$ cat src/rtl/cbca_pkg.sv
// constants and carrier types for the bus controller and address former
// assumes one 250 MHz core clock; the bus phases are derived from it
package cbca_pkg;

   // interrupt and reset vectors, low byte; the high byte sits one above
   localparam logic [15:0] VEC_NMI_LO = 16'hFFFA;
   localparam logic [15:0] VEC_RST_LO = 16'hFFFC;
   localparam logic [15:0] VEC_IRQ_LO = 16'hFFFE;
   localparam logic [15:0] VEC_HI_STEP = 16'h0001;

   localparam logic [7:0] STACK_PAGE = 8'h01;
   localparam logic [15:0] ADDR_RESET = 16'hFFFF;

   // processor status layout
   localparam int P_I = 2;
   localparam int P_B = 4;
   localparam int P_ONE = 5;
   localparam int P_V = 6;
   localparam logic [7:0] P_RESET = 8'h20;

   // idle bus cycles after reset release before the vector fetch
   localparam int RST_INIT_CYC = 6;
   localparam logic [2:0] RST_INIT_LAST = 3'(RST_INIT_CYC - 1);
   localparam logic [7:0] SP_PUSH_STEP = 8'h03;

   // ready window figure, unused: a read stalls only on the synchronised ready seen at the one clock of phase two
   localparam int CLK_PERIOD_NS = 4;
   localparam int RDY_WIN_NS = 100;
   localparam int RDY_WIN_CYC = (RDY_WIN_NS / CLK_PERIOD_NS < 1) ? 1 :
                                RDY_WIN_NS / CLK_PERIOD_NS;

   localparam int PIN_W = 13;
   localparam logic [PIN_W-1:0] PIN_IDLE = 13'h1FFF;

   typedef enum logic [2:0] {
      AM_IMM,
      AM_ABS,
      AM_ZP,
      AM_ZP_IDX,
      AM_ABS_IDX
   } cbca_amode_t;

   typedef enum logic [2:0] {
      ST_INIT,
      ST_VEC_LO,
      ST_VEC_HI,
      ST_RUN,
      ST_PUSH_PCH,
      ST_PUSH_PCL,
      ST_PUSH_P
   } cbca_state_t;

   typedef struct packed {
      logic valid;
      logic write;
      logic fetch;
      logic [15:0] addr;
      logic [7:0] wdata;
   } cbca_req_t;

   typedef struct packed {
      logic valid;
      cbca_amode_t mode;
      logic idx_y;
      logic [7:0] byte2;
      logic [7:0] byte3;
   } cbca_ea_req_t;

   typedef struct packed {
      logic valid;
      logic no_mem;
      logic [15:0] ea;
      logic [7:0] operand;
   } cbca_ea_rsp_t;

endpackage : cbca_pkg

$ cat src/rtl/cbca_bus_ctrl.sv
// bus cycle sequencer, interrupt and reset sequencing, effective address former
// assumes the core side sits on core_clk_i and holds a request until acked;
// pins arrive asynchronously and are synchronised here
module cbca_bus_ctrl (
   input wire logic core_clk_i,
   input wire logic rst_b_i,
   output logic phi2_o,
   output logic [15:0] addr_o,
   output logic rw_o,
   output logic sync_o,
   output logic [7:0] data_o,
   output logic data_oe_o,
   input wire logic [7:0] data_i,
   input wire logic data_bus_drive_enable_i,
   input wire logic ready_i,
   input wire logic irq_b_i,
   input wire logic nmi_b_i,
   input wire logic set_overflow_b_i,
   input wire cbca_pkg::cbca_req_t core_req_i,
   input wire logic [15:0] core_pc_i,
   input wire logic [7:0] core_sp_i,
   input wire logic status_we_i,
   input wire logic [7:0] status_wdata_i,
   output logic core_ack_o,
   output logic [7:0] core_rdata_o,
   output logic pc_load_o,
   output logic [15:0] pc_new_o,
   output logic [7:0] sp_new_o,
   output logic [7:0] status_o,
   input wire cbca_pkg::cbca_ea_req_t ea_req_i,
   input wire logic [7:0] idx_x_i,
   input wire logic [7:0] idx_y_i,
   output cbca_pkg::cbca_ea_rsp_t ea_rsp_o
);
   import cbca_pkg::*;

   logic [PIN_W-1:0] pin_meta;
   logic [PIN_W-1:0] pin_sync;
   logic [7:0] din_s;
   logic dbe_s;
   logic rdy_s;
   logic irq_b_s;
   logic nmi_b_s;
   logic so_b_s;

   cbca_state_t st;
   cbca_state_t next_st;
   logic [2:0] init_cnt;
   logic [15:0] vec_base;
   logic [7:0] pc_lo;
   logic cur_core;
   logic nmi_prev;
   logic nmi_pend;
   logic irq_lvl;
   logic so_prev;

   always_ff @(posedge core_clk_i or negedge rst_b_i) begin
      if (!rst_b_i) begin
         pin_meta <= PIN_IDLE;
         pin_sync <= PIN_IDLE;
      end else begin
         pin_meta <= {data_i, data_bus_drive_enable_i, ready_i, irq_b_i, nmi_b_i,
                      set_overflow_b_i};
         pin_sync <= pin_meta;
      end
   end
   assign {din_s, dbe_s, rdy_s, irq_b_s, nmi_b_s, so_b_s} = pin_sync;

   // phase one while phi2_o is low, phase two while it is high
   always_ff @(posedge core_clk_i or negedge rst_b_i) begin
      if (!rst_b_i) begin
         phi2_o <= 1'b0;
      end else begin
         phi2_o <= ~phi2_o;
      end
   end

   wire stall = rw_o & ~rdy_s;
   wire adv = phi2_o & ~stall;

   wire int_want = nmi_pend | (irq_lvl & ~status_o[P_I]);
   wire fetch_req = core_req_i.valid & core_req_i.fetch;
   // the core drops its request only after the ack, so a finished request is
   // not taken again while its ack or a new program counter is on its way
   wire core_busy = cur_core | core_ack_o | pc_load_o;
   wire take_int = (st == ST_RUN) & fetch_req & int_want & ~core_busy;
   wire take_core = (st == ST_RUN) & core_req_i.valid & ~take_int & ~core_busy;
   wire [7:0] sp_m1 = core_sp_i - 8'h01;
   wire [7:0] sp_m2 = core_sp_i - 8'h02;
   wire [7:0] p_pushed = (status_o & ~(8'h01 << P_B)) | (8'h01 << P_ONE);

   always_comb begin
      next_st = st;
      unique case (st)
         ST_INIT: begin
            if (init_cnt == RST_INIT_LAST) begin
               next_st = ST_VEC_LO;
            end
         end
         ST_VEC_LO: next_st = ST_VEC_HI;
         ST_VEC_HI: next_st = ST_RUN;
         ST_RUN: begin
            if (take_int) begin
               next_st = ST_PUSH_PCH;
            end
         end
         ST_PUSH_PCH: next_st = ST_PUSH_PCL;
         ST_PUSH_PCL: next_st = ST_PUSH_P;
         ST_PUSH_P: next_st = ST_VEC_LO;
      endcase
   end

   logic [15:0] next_addr;
   logic next_rw;
   logic next_sync;
   logic [7:0] next_wdata;

   always_comb begin
      next_addr = addr_o;
      next_rw = 1'b1;
      next_sync = 1'b0;
      next_wdata = data_o;
      unique case (next_st)
         ST_VEC_LO: next_addr = vec_base;
         ST_VEC_HI: next_addr = vec_base + VEC_HI_STEP;
         ST_RUN: begin
            if (take_core) begin
               next_addr = core_req_i.addr;
               next_rw = ~core_req_i.write;
               next_sync = core_req_i.fetch;
               next_wdata = core_req_i.wdata;
            end
         end
         ST_PUSH_PCH: begin
            next_addr = {STACK_PAGE, core_sp_i};
            next_rw = 1'b0;
            next_wdata = core_pc_i[15:8];
         end
         ST_PUSH_PCL: begin
            next_addr = {STACK_PAGE, sp_m1};
            next_rw = 1'b0;
            next_wdata = core_pc_i[7:0];
         end
         ST_PUSH_P: begin
            next_addr = {STACK_PAGE, sp_m2};
            next_rw = 1'b0;
            next_wdata = p_pushed;
         end
         default: next_addr = addr_o;
      endcase
   end

   always_ff @(posedge core_clk_i or negedge rst_b_i) begin
      if (!rst_b_i) begin
         st <= ST_INIT;
         init_cnt <= 3'h0;
         addr_o <= ADDR_RESET;
         rw_o <= 1'b1;
         sync_o <= 1'b0;
         data_o <= 8'h00;
         cur_core <= 1'b0;
      end else if (adv) begin
         st <= next_st;
         init_cnt <= (st == ST_INIT) ? init_cnt + 3'h1 : init_cnt;
         addr_o <= next_addr;
         rw_o <= next_rw;
         sync_o <= next_sync;
         data_o <= next_wdata;
         cur_core <= take_core;
      end
   end

   always_ff @(posedge core_clk_i or negedge rst_b_i) begin
      if (!rst_b_i) begin
         data_oe_o <= 1'b0;
      end else begin
         data_oe_o <= ~phi2_o & ~rw_o & dbe_s;
      end
   end

   logic fin_core;
   logic fin_rd;
   logic vlo_cap;
   logic vhi_cap;

   // core answers and vector results; read data is taken one clock after the
   // boundary, since the pin synchroniser delivers the cycle's data that late
   always_ff @(posedge core_clk_i or negedge rst_b_i) begin
      if (!rst_b_i) begin
         fin_core <= 1'b0;
         fin_rd <= 1'b0;
         vlo_cap <= 1'b0;
         vhi_cap <= 1'b0;
         core_ack_o <= 1'b0;
         core_rdata_o <= 8'h00;
         pc_load_o <= 1'b0;
         pc_new_o <= 16'h0000;
         pc_lo <= 8'h00;
         sp_new_o <= 8'h00;
      end else begin
         fin_core <= adv & cur_core;
         fin_rd <= adv & cur_core & rw_o;
         vlo_cap <= adv & (st == ST_VEC_LO);
         vhi_cap <= adv & (st == ST_VEC_HI);
         core_ack_o <= fin_core;
         pc_load_o <= vhi_cap;
         if (fin_rd) begin
            core_rdata_o <= din_s;
         end
         if (vlo_cap) begin
            pc_lo <= din_s;
         end
         if (vhi_cap) begin
            pc_new_o <= {din_s, pc_lo};
         end
         if (adv & (st == ST_PUSH_P)) begin
            sp_new_o <= core_sp_i - SP_PUSH_STEP;
         end
      end
   end

   // interrupt sampling; a new nmi edge wins over the clear of the old one
   wire smp_int = phi2_o & rdy_s;
   wire nmi_fall = smp_int & nmi_prev & ~nmi_b_s;
   wire int_taken = adv & take_int;

   always_ff @(posedge core_clk_i or negedge rst_b_i) begin
      if (!rst_b_i) begin
         nmi_prev <= 1'b1;
         nmi_pend <= 1'b0;
         irq_lvl <= 1'b0;
         vec_base <= VEC_RST_LO;
      end else begin
         if (smp_int) begin
            nmi_prev <= nmi_b_s;
            irq_lvl <= ~irq_b_s;
         end
         nmi_pend <= nmi_fall | (nmi_pend & ~int_taken);
         if (int_taken) begin
            vec_base <= nmi_pend ? VEC_NMI_LO : VEC_IRQ_LO;
         end
      end
   end

   // overflow edge sampled at the last clock of phase one
   wire so_fall = ~phi2_o & so_prev & ~so_b_s;
   wire mask_set = adv & (next_st == ST_VEC_LO);

   always_ff @(posedge core_clk_i or negedge rst_b_i) begin
      if (!rst_b_i) begin
         so_prev <= 1'b1;
         status_o <= P_RESET;
      end else begin
         if (!phi2_o) begin
            so_prev <= so_b_s;
         end
         status_o <= status_we_i ? status_wdata_i : status_o;
         if (so_fall) begin
            status_o[P_V] <= 1'b1;
         end
         if (mask_set) begin
            status_o[P_I] <= 1'b1;
         end
      end
   end

   // effective address former, one clock of latency
   wire [7:0] ea_idx = ea_req_i.idx_y ? idx_y_i : idx_x_i;
   wire [15:0] ea_base = {ea_req_i.byte3, ea_req_i.byte2};
   wire [7:0] ea_zp_sum = ea_req_i.byte2 + ea_idx;
   wire [15:0] ea_abs_sum = ea_base + {8'h00, ea_idx};
   logic [15:0] next_ea;
   logic next_no_mem;

   always_comb begin
      next_no_mem = 1'b0;
      unique case (ea_req_i.mode)
         AM_IMM: begin
            next_ea = 16'h0000;
            next_no_mem = 1'b1;
         end
         AM_ABS: next_ea = ea_base;
         AM_ZP: next_ea = {8'h00, ea_req_i.byte2};
         AM_ZP_IDX: next_ea = {8'h00, ea_zp_sum};
         AM_ABS_IDX: next_ea = ea_abs_sum;
         default: next_ea = ea_base;
      endcase
   end

   always_ff @(posedge core_clk_i or negedge rst_b_i) begin
      if (!rst_b_i) begin
         ea_rsp_o <= '0;
      end else begin
         ea_rsp_o.valid <= ea_req_i.valid;
         ea_rsp_o.no_mem <= next_no_mem;
         ea_rsp_o.ea <= next_ea;
         ea_rsp_o.operand <= ea_req_i.byte2;
      end
   end

   oe_dbe_gate_a: assert property (@(posedge core_clk_i) disable iff (!rst_b_i)
      data_oe_o |-> $past(dbe_s) && !phi2_o == 1'b0)
      else $error("data drivers on without drive enable");

   read_oe_off_a: assert property (@(posedge core_clk_i) disable iff (!rst_b_i)
      rw_o |-> !data_oe_o)
      else $error("data drivers on in a read cycle");

   ready_stall_a: assert property (@(posedge core_clk_i) disable iff (!rst_b_i)
      (phi2_o && rw_o && !rdy_s) |=> $stable(addr_o) && $stable(rw_o) ##1 $stable(addr_o))
      else $error("address moved during ready stall");

   write_no_stall_a: assert property (@(posedge core_clk_i) disable iff (!rst_b_i)
      (phi2_o && !rw_o && cur_core) |=> ##1 core_ack_o)
      else $error("write cycle was held by ready");

   nmi_vector_a: assert property (@(posedge core_clk_i) disable iff (!rst_b_i)
      (adv && take_int && nmi_pend) |-> ##7 (addr_o == VEC_NMI_LO && st == ST_VEC_LO))
      else $error("nmi sequence did not reach its vector");

   mask_on_vec_a: assert property (@(posedge core_clk_i) disable iff (!rst_b_i)
      (st == ST_VEC_LO) |-> status_o[P_I])
      else $error("mask flag clear at vector fetch");

   masked_irq_a: assert property (@(posedge core_clk_i) disable iff (!rst_b_i)
      (take_int && !nmi_pend) |-> !status_o[P_I])
      else $error("maskable request taken while masked");

   so_sets_v_a: assert property (@(posedge core_clk_i) disable iff (!rst_b_i)
      so_fall |=> status_o[P_V])
      else $error("overflow flag not set by input edge");

   zp_wrap_a: assert property (@(posedge core_clk_i) disable iff (!rst_b_i)
      (ea_req_i.valid && ea_req_i.mode == AM_ZP_IDX) |=> ea_rsp_o.ea[15:8] == 8'h00)
      else $error("indexed zero page left page zero");

   init_read_a: assert property (@(posedge core_clk_i) disable iff (!rst_b_i)
      (st == ST_INIT) |-> rw_o && !core_ack_o && !pc_load_o)
      else $error("transfer during reset initialisation");

endmodule // cbca_bus_ctrl

$ cat config.mk
export PLATFORM = sky130hd
export DESIGN_NAME = cbca_bus_ctrl
export DESIGN_NICKNAME = d
export VERILOG_FILES = /design/src/rtl/cbca_pkg.sv /design/src/rtl/cbca_bus_ctrl.sv
export SDC_FILE = /design/constraint.sdc
export NUM_CORES = 1
export LEC_CHECK = 0
export ABC_CLOCK_PERIOD_IN_PS = 2900
export BUFFER_PORTS_ARGS = -buffer_cell sky130_fd_sc_hd__buf_2
export CAP_MARGIN = 10
export CORE_AREA = 2 2 113 115
export CTS_CLUSTER_DIAMETER = 60
export DETAILED_ROUTE_END_ITERATION = 16
export DIE_AREA = 0 0 115 117
export PLACE_DENSITY = 0.89
export SLEW_MARGIN = 15
export SYNTH_ARGS = -nofsm -noshare
export SYNTH_HDL_FRONTEND = slang
export SYNTH_SLANG_ARGS = --single-unit
$ cat constraint.sdc
create_clock -name core_clk_i -period 2.9 [get_ports core_clk_i]
set_input_delay 0.58 -clock core_clk_i [delete_from_list [all_inputs] [get_ports core_clk_i]]
set_output_delay 0.58 -clock core_clk_i [all_outputs]
set_load 0.005 [all_outputs]
==> reports/summary.txt, run 1 <==
Status - completed
Initial antenna violation count - 0
Post-Route WL - 15,700 microns
Starting DRT DRC Count - 410
Sequential area share after synthesis - 56.2%
Largest net degree at the start of global routing - 65
Worst hold path class - in2async
Ys Warns - 0
Peak VDD IR - 0.000354 V
Distinct cells, synth - 57
Final setup viols - 0
Detailed Routing Iterations Pass 1 - 5
CP peak stage delay - 0.40 ns
GRT overflow - 0
Avg Cell Area, Syn - 11.5 sq um
Worst EP required - 3.17 ns
FMAX - 396 MHz
Final setup TNS - 0 ns
Synth area leader - dfrtp_1
Leak Pwr - 3.92 nW
Syn Inst Count - 579
Clk slew on worst S/H paths - 0.06 ns
CP bufs+invs - 1
Worst Max-Slew Pin Slew - 0.764 ns
Row Count - 41
Count leader, synth - dfrtp_1
CP Launch Type - input port
Rel. slew slack - 48.9%
TritonCTS Buffers - 17
Worst-Skew Late Latency - 0.41 ns
Clock Path Buffers - 2
Vias in the first global route - 5,143
Crit Path Class - in2reg
Routed length per instance - 16.5 microns
ANT cells - 0
RSZ-0062 raised after global routing - false
Vias per cell - 5.69
Hold_buf cts - 0
CP Cell Sequence - buf_2, mux2_2, ha_1, fa_1, a21o_1, a21boi_0, nor2_1, o21a_1, a32oi_1, o21ai_0
Finished Layout Cells - 953
Number of synthesized flops with an enable pin - 0
Total power - 0.00725 W
Worst Skew - 0.0139 ns
Crit. End Element - flip-flop
Initial Utilization - 54.0%
Post-CTS setup buffer count - 0
Top FF cell, synth - dfrtp_1
Die height - 117 microns
# H-tree levels - 4
Asr flop ratio synth - 100%
First-pass GRT wire length - 24,800 microns
GRT Util Overall - 23.6%
CTS tree - built
Vias - 5,423
Core area - 0.0123 sq mm
DIE WIDTH - 115 microns
Die area - 0.0135 sq mm
Final Wtd Congestion - 0.870
Post-route ant nets - 0
DRC - 0
Cell area after synthesis - 0.00665 sq mm
Top cells by instance count after synthesis - 100 x dfrtp_1, 57 x nand2_1, 55 x mux2_2
Port buffer count - 207
Post-cts sizing count - 0
Period minus WS final - 2.52 ns
Synth Register Bits - 147
Final Hold Fails - 0
Cells after DPL - 921
Finished Cell Area - 0.00845 sq mm
Syn nets - 707
Placed wire-length estimate - 11,400 microns
Crit Path Max Fanout - 8
Critical Path AT - 2.80 ns
Final nets - 918
Final period util - 87.0%
Pwr Density - 858 mW/mm^2
Synth area leaders - dfrtp_1 38%, dfstp_2 19%, mux2_2 9.3%
Share of cells above drive strength 1 - 44.7%
CP delay by family, top - compound AO/OA/AOI/OAI gates
CP max stage cell - fa_1
Root buf cell - clkbuf_16
Max-Cap Viols - 0
CTS Sinks - 147
Layout overhead on the synthesized area - 27.1%
Synth top area share - 37.6%
Top-level port count - 208
Post-DP Area - 0.00788 sq mm
Slew Limit Fails - 0
## placed cells by master, fill, tap and decap left out, types with 5 or more instances in the layout
master	n
dfstp_2	47
nor3_1	13
xor2_1	8
clkbuf_16	17
a222oi_1	7
o21ai_0	34
dfrtp_1	100
a221oi_1	9
nor2_1	39
nand2_1	57
nand3_1	8
nand2b_1	9
xnor2_1	12
a31oi_1	15
a211oi_1	5
o22ai_1	5
a22o_1	5
inv_1	13
a21oi_1	22
mux2_2	55
buf_4	13
nor2b_1	8
ha_1	15
buf_2	206
## registers in the layout (all words and copies together) (netlist names), 2 cells and up
register and count:
pc_new_o 16, ea_rsp_o 26, vec_base 2, core_rdata_o 8
st 3, init_cnt 3, pin_sync 13, pin_meta 13
addr_o 16, status_o 8, pc_lo 8, sp_new_o 8
data_o 8
## stage by stage
step / util [%] / worst slack [ns] / hold slack [ns]
after floorplan: - / 0.110 / 0.284
after CTS: 68.6 / 0.462 / 0.170
after global placement: 64.0 / 0.0656 / 0.336
after detailed placement: 64.0 / 0.0166 / 0.342
final: 68.6 / 0.377 / 0.167
after global routing: 68.6 / 0.293 / 0.193
## cells by family (layout without fill, tap and decap cells)
| kind of cell | count (synthesis) | in the layout | synth area share, % |
|---|---|---|---|
| xor gates and xnor gates | 20 | 20 | 2.64 |
| muxes | 59 | 59 | 9.92 |
| adders and majority gates | 16 | 16 | 3.12 |
| DFF | 147 | 147 | 56.2 |
| buffers and inverters | 42 | 266 | 2.52 |
| AOI/OAI and AO/OA | 142 | 142 | 14.6 |
| and+or+nand+nor | 153 | 153 | 11.0 |
## per-layer routing
metal  track usage, %  vias up  part of all wire, %
met5                0        -                    0
met1             29.7     2634                   40
met4             7.31        0                  1.3
li1                 -     2518                    -
met2             40.4      247                   51
met3             6.23       24                  7.3
## area by class of cell
class	instances	area, sq um
fillers	898	3860
multi-input cells	390	2740
flip-flops and latches	147	3740
inverters	13	48.8
clock inverters	9	104
well taps	150	188
clock buffers	23	468
repair buffers	221	1160
## worst paths after layout
check	slack, ns	to	depth (start not counted)	startpoint
max	0.38	ea_rsp_o[22]$_DFF_PN0_	10	ea_req_i[16]
min	0.17	pc_new_o[5]$_DFFE_PN0P_	1	rst_b_i
max reg2reg	0.66	addr_o[6]$_DFFE_PN1P_	5	st[1]$_DFFE_PN0P_
min reg2reg	0.35	pin_sync[9]$_DFF_PN1_	0	pin_meta[9]$_DFF_PN1_
max in group asynchronous	2.00	pin_sync[2]$_DFF_PN1_	2	rst_b_i
min in group core_clk_i	0.26	pin_meta[1]$_DFF_PN1_	1	nmi_b_i
## worst register-to-register path, stage by stage, from the launching register on
cell	delay, ns
dfrtp_1	0.52
nand2b_1	0.33
nor2_2	0.43
nor2_2	0.16
or4_1	0.52
a32oi_1	0.20
## power by group
| group | internal (W) | switching (W) | total [W] | leakage (nW) |
|---|---|---|---|---|
| clock | 0.00131 | 0.000784 | 0.00209 | 0.277 |
| sequential | 0.00271 | 0.000357 | 0.00307 | 1.69 |
| combinational | 0.00101 | 0.00108 | 0.00209 | 1.96 |
No activity file was read; power rests on OpenSTA's default activity.
==> run 2, diff against run 1 <==
CELL_PAD_IN_SITES_DETAIL_PLACEMENT = 2   (was unset)
CELL_PAD_IN_SITES_GLOBAL_PLACEMENT = 2   (was unset)
CORE_AREA = 2 2 141 143   (was 2 2 113 115)
DIE_AREA = 0 0 143 145   (was 0 0 115 117)
PLACE_DENSITY = 0.9   (was 0.89)
==> reports/summary.txt, run 2 (synthesized netlist as in run 1, its figures left out) <==
Status - completed
Layout overhead on the synthesized area - 30.8%
Critical Path AT - 2.84 ns
Worst-Skew Late Latency - 0.43 ns
First-pass GRT wire length - 37,200 microns
GRT Util Overall - 23.6%
DRC - 0
Slew Limit Fails - 0
Final nets - 927
Die area - 0.0207 sq mm
Crit Path Class - in2reg
Routed length per instance - 22.3 microns
Worst Skew - 0.0135 ns
Share of cells above drive strength 1 - 45.8%
Vias in the first global route - 6,506
Starting DRT DRC Count - 237
FF-to-FF setup slack - 0.53 ns
Most frequent cells in the layout - 206 x buf_2, 100 x dfrtp_1, 57 x nand2_1, 55 x mux2_2, 47 x dfstp_2
Worst Max-Slew Pin Slew - 0.894 ns
Rel. slew slack - 40.2%
Final Hold Fails - 0
TritonCTS Buffers - 17
DIE WIDTH - 143 microns
Port buffer count - 207
Most common library cell in the layout ignoring fill and taps - buf_2
Largest net degree at the start of global routing - 58
Post-CTS setup buffer count - 0
Final setup viols - 0
Detailed Routing Iterations Pass 1 - 4
Crit. End Element - flip-flop
Largest Register - ea_rsp_o
Top flop regs - ea_rsp_o (26), addr_o (16), pc_new_o (16)
Finished Cell Area - 0.00870 sq mm
# H-tree levels - 4
Post-cts sizing count - 0
CP Launch Type - input port
Final Wtd Congestion - 0.858
GRT overflow - 0
Clk slew on worst S/H paths - 0.06 ns
ANT cells - 0
Period minus WS final - 2.55 ns
CTS Sinks - 147
RSZ-0062 raised after global routing - false
Hold slack - 0.102 ns
Peak VDD IR - 0.000514 V
Final period util - 87.9%
Vias per cell - 5.27
Post-DP Area - 0.00809 sq mm
Max-Cap Viols - 0
Row Count - 51
Vias - 5,681
CTS tree - built
Crit Path Max Fanout - 8
Hold_buf cts - 0
Core area - 0.0192 sq mm
Post-route ant nets - 0
Initial Utilization - 34.6%
FMAX - 392 MHz
Final setup TNS - 0 ns
Leak Pwr - 3.99 nW
Clock Path Buffers - 2
Root buf cell - clkbuf_16
Pwr Density - 895 mW/mm^2
Die height - 145 microns
Top-level port count - 208
Placed wire-length estimate - 17,400 microns
Worst hold path class - in2async
Initial antenna violation count - 0
Post-Route WL - 24,000 microns
Number of flip-flops in the largest register - 26
Fill cells - 2,019
Worst EP required - 3.19 ns
Total power - 0.00778 W
[run 2: final timing paths]
path	startpoint	end	cells after the start
setup / recovery	ea_req_i[16]	ea_rsp_o[18]$_DFF_PN0_	10
hold / removal	rst_b_i	sp_new_o[4]$_DFFE_PN0P_	1
setup reg to reg	status_o[2]$_DFFE_PN0P_	data_o[4]$_DFFE_PN0P_	8
hold reg to reg	pin_meta[5]$_DFF_PN1_	pin_sync[5]$_DFF_PN1_	0
max in group asynchronous	rst_b_i	pin_sync[10]$_DFF_PN1_	2
min in group core_clk_i	ready_i	pin_meta[3]$_DFF_PN1_	1
[run 2: power by group]
part	internal (W)	total (W)	switching, W
clock	0.00132	0.00228	0.000961
combinational	0.00105	0.00242	0.00137
sequential	0.00271	0.00308	0.000368
total	0.00508	0.00778	0.00270
[run 2: cell type report]
cell class              instances  area [sq um]  share of cell area (%)
clock buffers                  18           439                    5.05
clock inverters                14           170                    1.96
inverters                      13          48.8                   0.561
multi-input cells             390          2740                    31.5
flip-flops and latches        147          3740                    43.0
well taps                     265           332                    3.81
repair buffers                230          1230                    14.1
[run 2: layer usage]
metal | vias to the layer above | part of all wire [%] | global-route usage (%)
li1 | 2529 | - | -
met1 | 2901 | 38 | 26.0
met2 | 204 | 54 | 43.1
met3 | 47 | 5.3 | 5.64
met4 | 0 | 2.9 | 9.36
met5 | - | 0 | 0
[run 2: critical path, stage by stage]
cell	delay, ns
buf_2	0.11
mux2_2	0.34
ha_1	0.22
fa_1	0.42
a21o_1	0.19
a21boi_0	0.25
nor2_1	0.08
o21a_1	0.28
a32oi_1	0.26
o22ai_1	0.11
[run 2: per-stage QoR]
step                setup slack, ns  std cells  util, %
floorplan                     0.110        579        -
global placement             0.0129       1045     42.1
detailed placement           -0.131       1045     42.1
CTS                           0.334       1077     45.3
global route                  0.221       1077     45.3
finish                        0.352       1077     45.3
==> run 3, diff against run 2 <==
REMOVE_ABC_BUFFERS = 1   (was unset)
==> reports/summary.txt, run 3 (synthesized netlist as in run 1, its figures left out) <==
Status - completed
Starting DRT DRC Count - 211
Largest net degree at the start of global routing - 59
CTS tree - built
Crit Path Max Fanout - 8
Pwr Density - 896 mW/mm^2
Worst-Skew Late Latency - 0.44 ns
CP Depth - 10
Crit. End Element - flip-flop
Period minus WS final - 2.57 ns
Worst hold path class - in2async
Vias per cell - 5.27
Critical Path AT - 2.88 ns
Core area - 0.0192 sq mm
Most common library cell in the layout ignoring fill and taps - buf_2
Layout overhead on the synthesized area - 31.1%
FMAX - 389 MHz
Crit Path Class - in2reg
Post-DP Area - 0.00807 sq mm
Top-level port count - 208
GRT Util Overall - 22.2%
Final period util - 88.7%
Routed length per instance - 20.9 microns
Post-cts sizing count - 0
# H-tree levels - 4
Leak Pwr - 3.99 nW
Top flop regs - ea_rsp_o (26), addr_o (16), pc_new_o (16)
DIE WIDTH - 143 microns
Max-Cap Viols - 0
CP delay by family, top - compound AO/OA/AOI/OAI gates
R2r worst-path depth - 4
Initial antenna violation count - 1
CP bufs+invs - 1
Final setup viols - 0
Root buf cell - clkbuf_16
CTS Sinks - 147
Worst Max-Slew Pin Slew - 0.940 ns
Post-CTS setup buffer count - 0
CP peak stage delay - 0.42 ns
First-pass GRT wire length - 35,400 microns
CP Launch Type - input port
Clk slew on worst S/H paths - 0.07 ns
RSZ-0062 raised after global routing - false
Post-Route WL - 22,400 microns
Row Count - 51
Largest Register - ea_rsp_o
DRC - 0
Vias - 5,668
Finished Cell Area - 0.00872 sq mm
Vias in the first global route - 6,336
Final nets - 924
Die height - 145 microns
Rel. slew slack - 37.1%
Slew Limit Fails - 0
Post-route ant nets - 0
Finished Layout Cells - 1,075
GRT overflow - 0
Detailed Routing Iterations Pass 1 - 5
Port buffer count - 207
TritonCTS Buffers - 17
Die area - 0.0207 sq mm
Worst Skew - 0.0161 ns
Final Hold Fails - 0
Placed wire-length estimate - 16,400 microns
Peak VDD IR - 0.000415 V
Clock Path Buffers - 2
Share of cells above drive strength 1 - 45.2%
CP max stage cell - fa_1
CP Cell Sequence - buf_2, mux2_2, ha_1, fa_1, a21o_1, a21boi_0, nor2_1, o21a_1, a32oi_1, o21ai_0
Number of flip-flops in the largest register - 26
Cells after DPL - 1,042
Most frequent cells in the layout - 206 x buf_2, 100 x dfrtp_1, 57 x nand2_1, 55 x mux2_2, 47 x dfstp_2
Hold_buf cts - 0
Final Wtd Congestion - 0.833
Worst EP required - 3.20 ns
Final setup TNS - 0 ns
Initial Utilization - 34.6%
## run 3: cell types whose count changed in the layout (fill, tap and decap cells not counted), sizes merged
cell	delta
buf	-3
bufinv	+3
clkbuf	+3
clkinv	-2
clkinvlp	-2
inv	-2
diode	+1
## run 3: worst reg2reg max path, cell delays in order, from the launching register on
cell and delay [ns]:
dfrtp_1 0.61, nand2b_1 0.38, nor2_1 0.83, a2111oi_0 0.29
a32oi_1 0.30
## run 3: path summary, 6_finish.rpt
| check | slack [ns] | to | from |
|---|---|---|---|
| worst max-delay path | 0.33 | ea_rsp_o[22]$_DFF_PN0_ | ea_req_i[16] |
| worst min-delay path | 0.13 | core_rdata_o[4]$_DFFE_PN0P_ | rst_b_i |
| worst max register to register | 0.39 | addr_o[6]$_DFFE_PN1P_ | st[1]$_DFFE_PN0P_ |
| worst min register to register | 0.34 | core_ack_o$_DFF_PN0_ | fin_core$_DFF_PN0_ |
| max in group asynchronous | 1.97 | addr_o[6]$_DFFE_PN1P_ | rst_b_i |
| min in group core_clk_i | 0.25 | pin_meta[8]$_DFF_PN1_ | data_i[3] |
## run 3: cell type report
type	count	area (sq um)
well taps	265	332
clock buffers	21	450
flip-flops and latches	147	3740
inverters	13	48.8
clock inverters	11	199
fillers	1988	10500
repair buffers	227	1200
diodes	1	2.50
multi-input cells	390	2740
## run 3: where the power goes
group | leakage (nW) | internal, W | switching, W
registers | 1.69 | 0.00271 | 0.000369
clock network | 0.317 | 0.00156 | 0.000879
logic | 1.98 | 0.00103 | 0.00126
total | 3.99 | 0.00530 | 0.00251
## run 3: metrics by stage
step / hold slack (ns) / util (%) / setup WS [ns] / total power (W)
6_report: 0.127 / 45.4 / 0.327 / 0.00781
5_1_grt: 0.160 / 45.4 / 0.105 / 0.00826
4_1_cts: 0.132 / 45.4 / 0.321 / 0.00789
3_5_place_dp: 0.344 / 42.0 / -0.157 / 0.00537
3_3_place_gp: 0.335 / 42.0 / 0.0417 / 0.00518
2_1_floorplan: 0.284 / - / 0.319 / 0.00420
## run 3: routing by layer
layer	track usage, %	vias to the layer above	share of wire, %	wire, microns
met3	3.99	44	3.6	818
li1	-	2533	-	-
met2	39.7	161	55	12300
met4	8.81	0	2.4	545
met1	25.9	2930	39	8820
met5	0	-	0	0
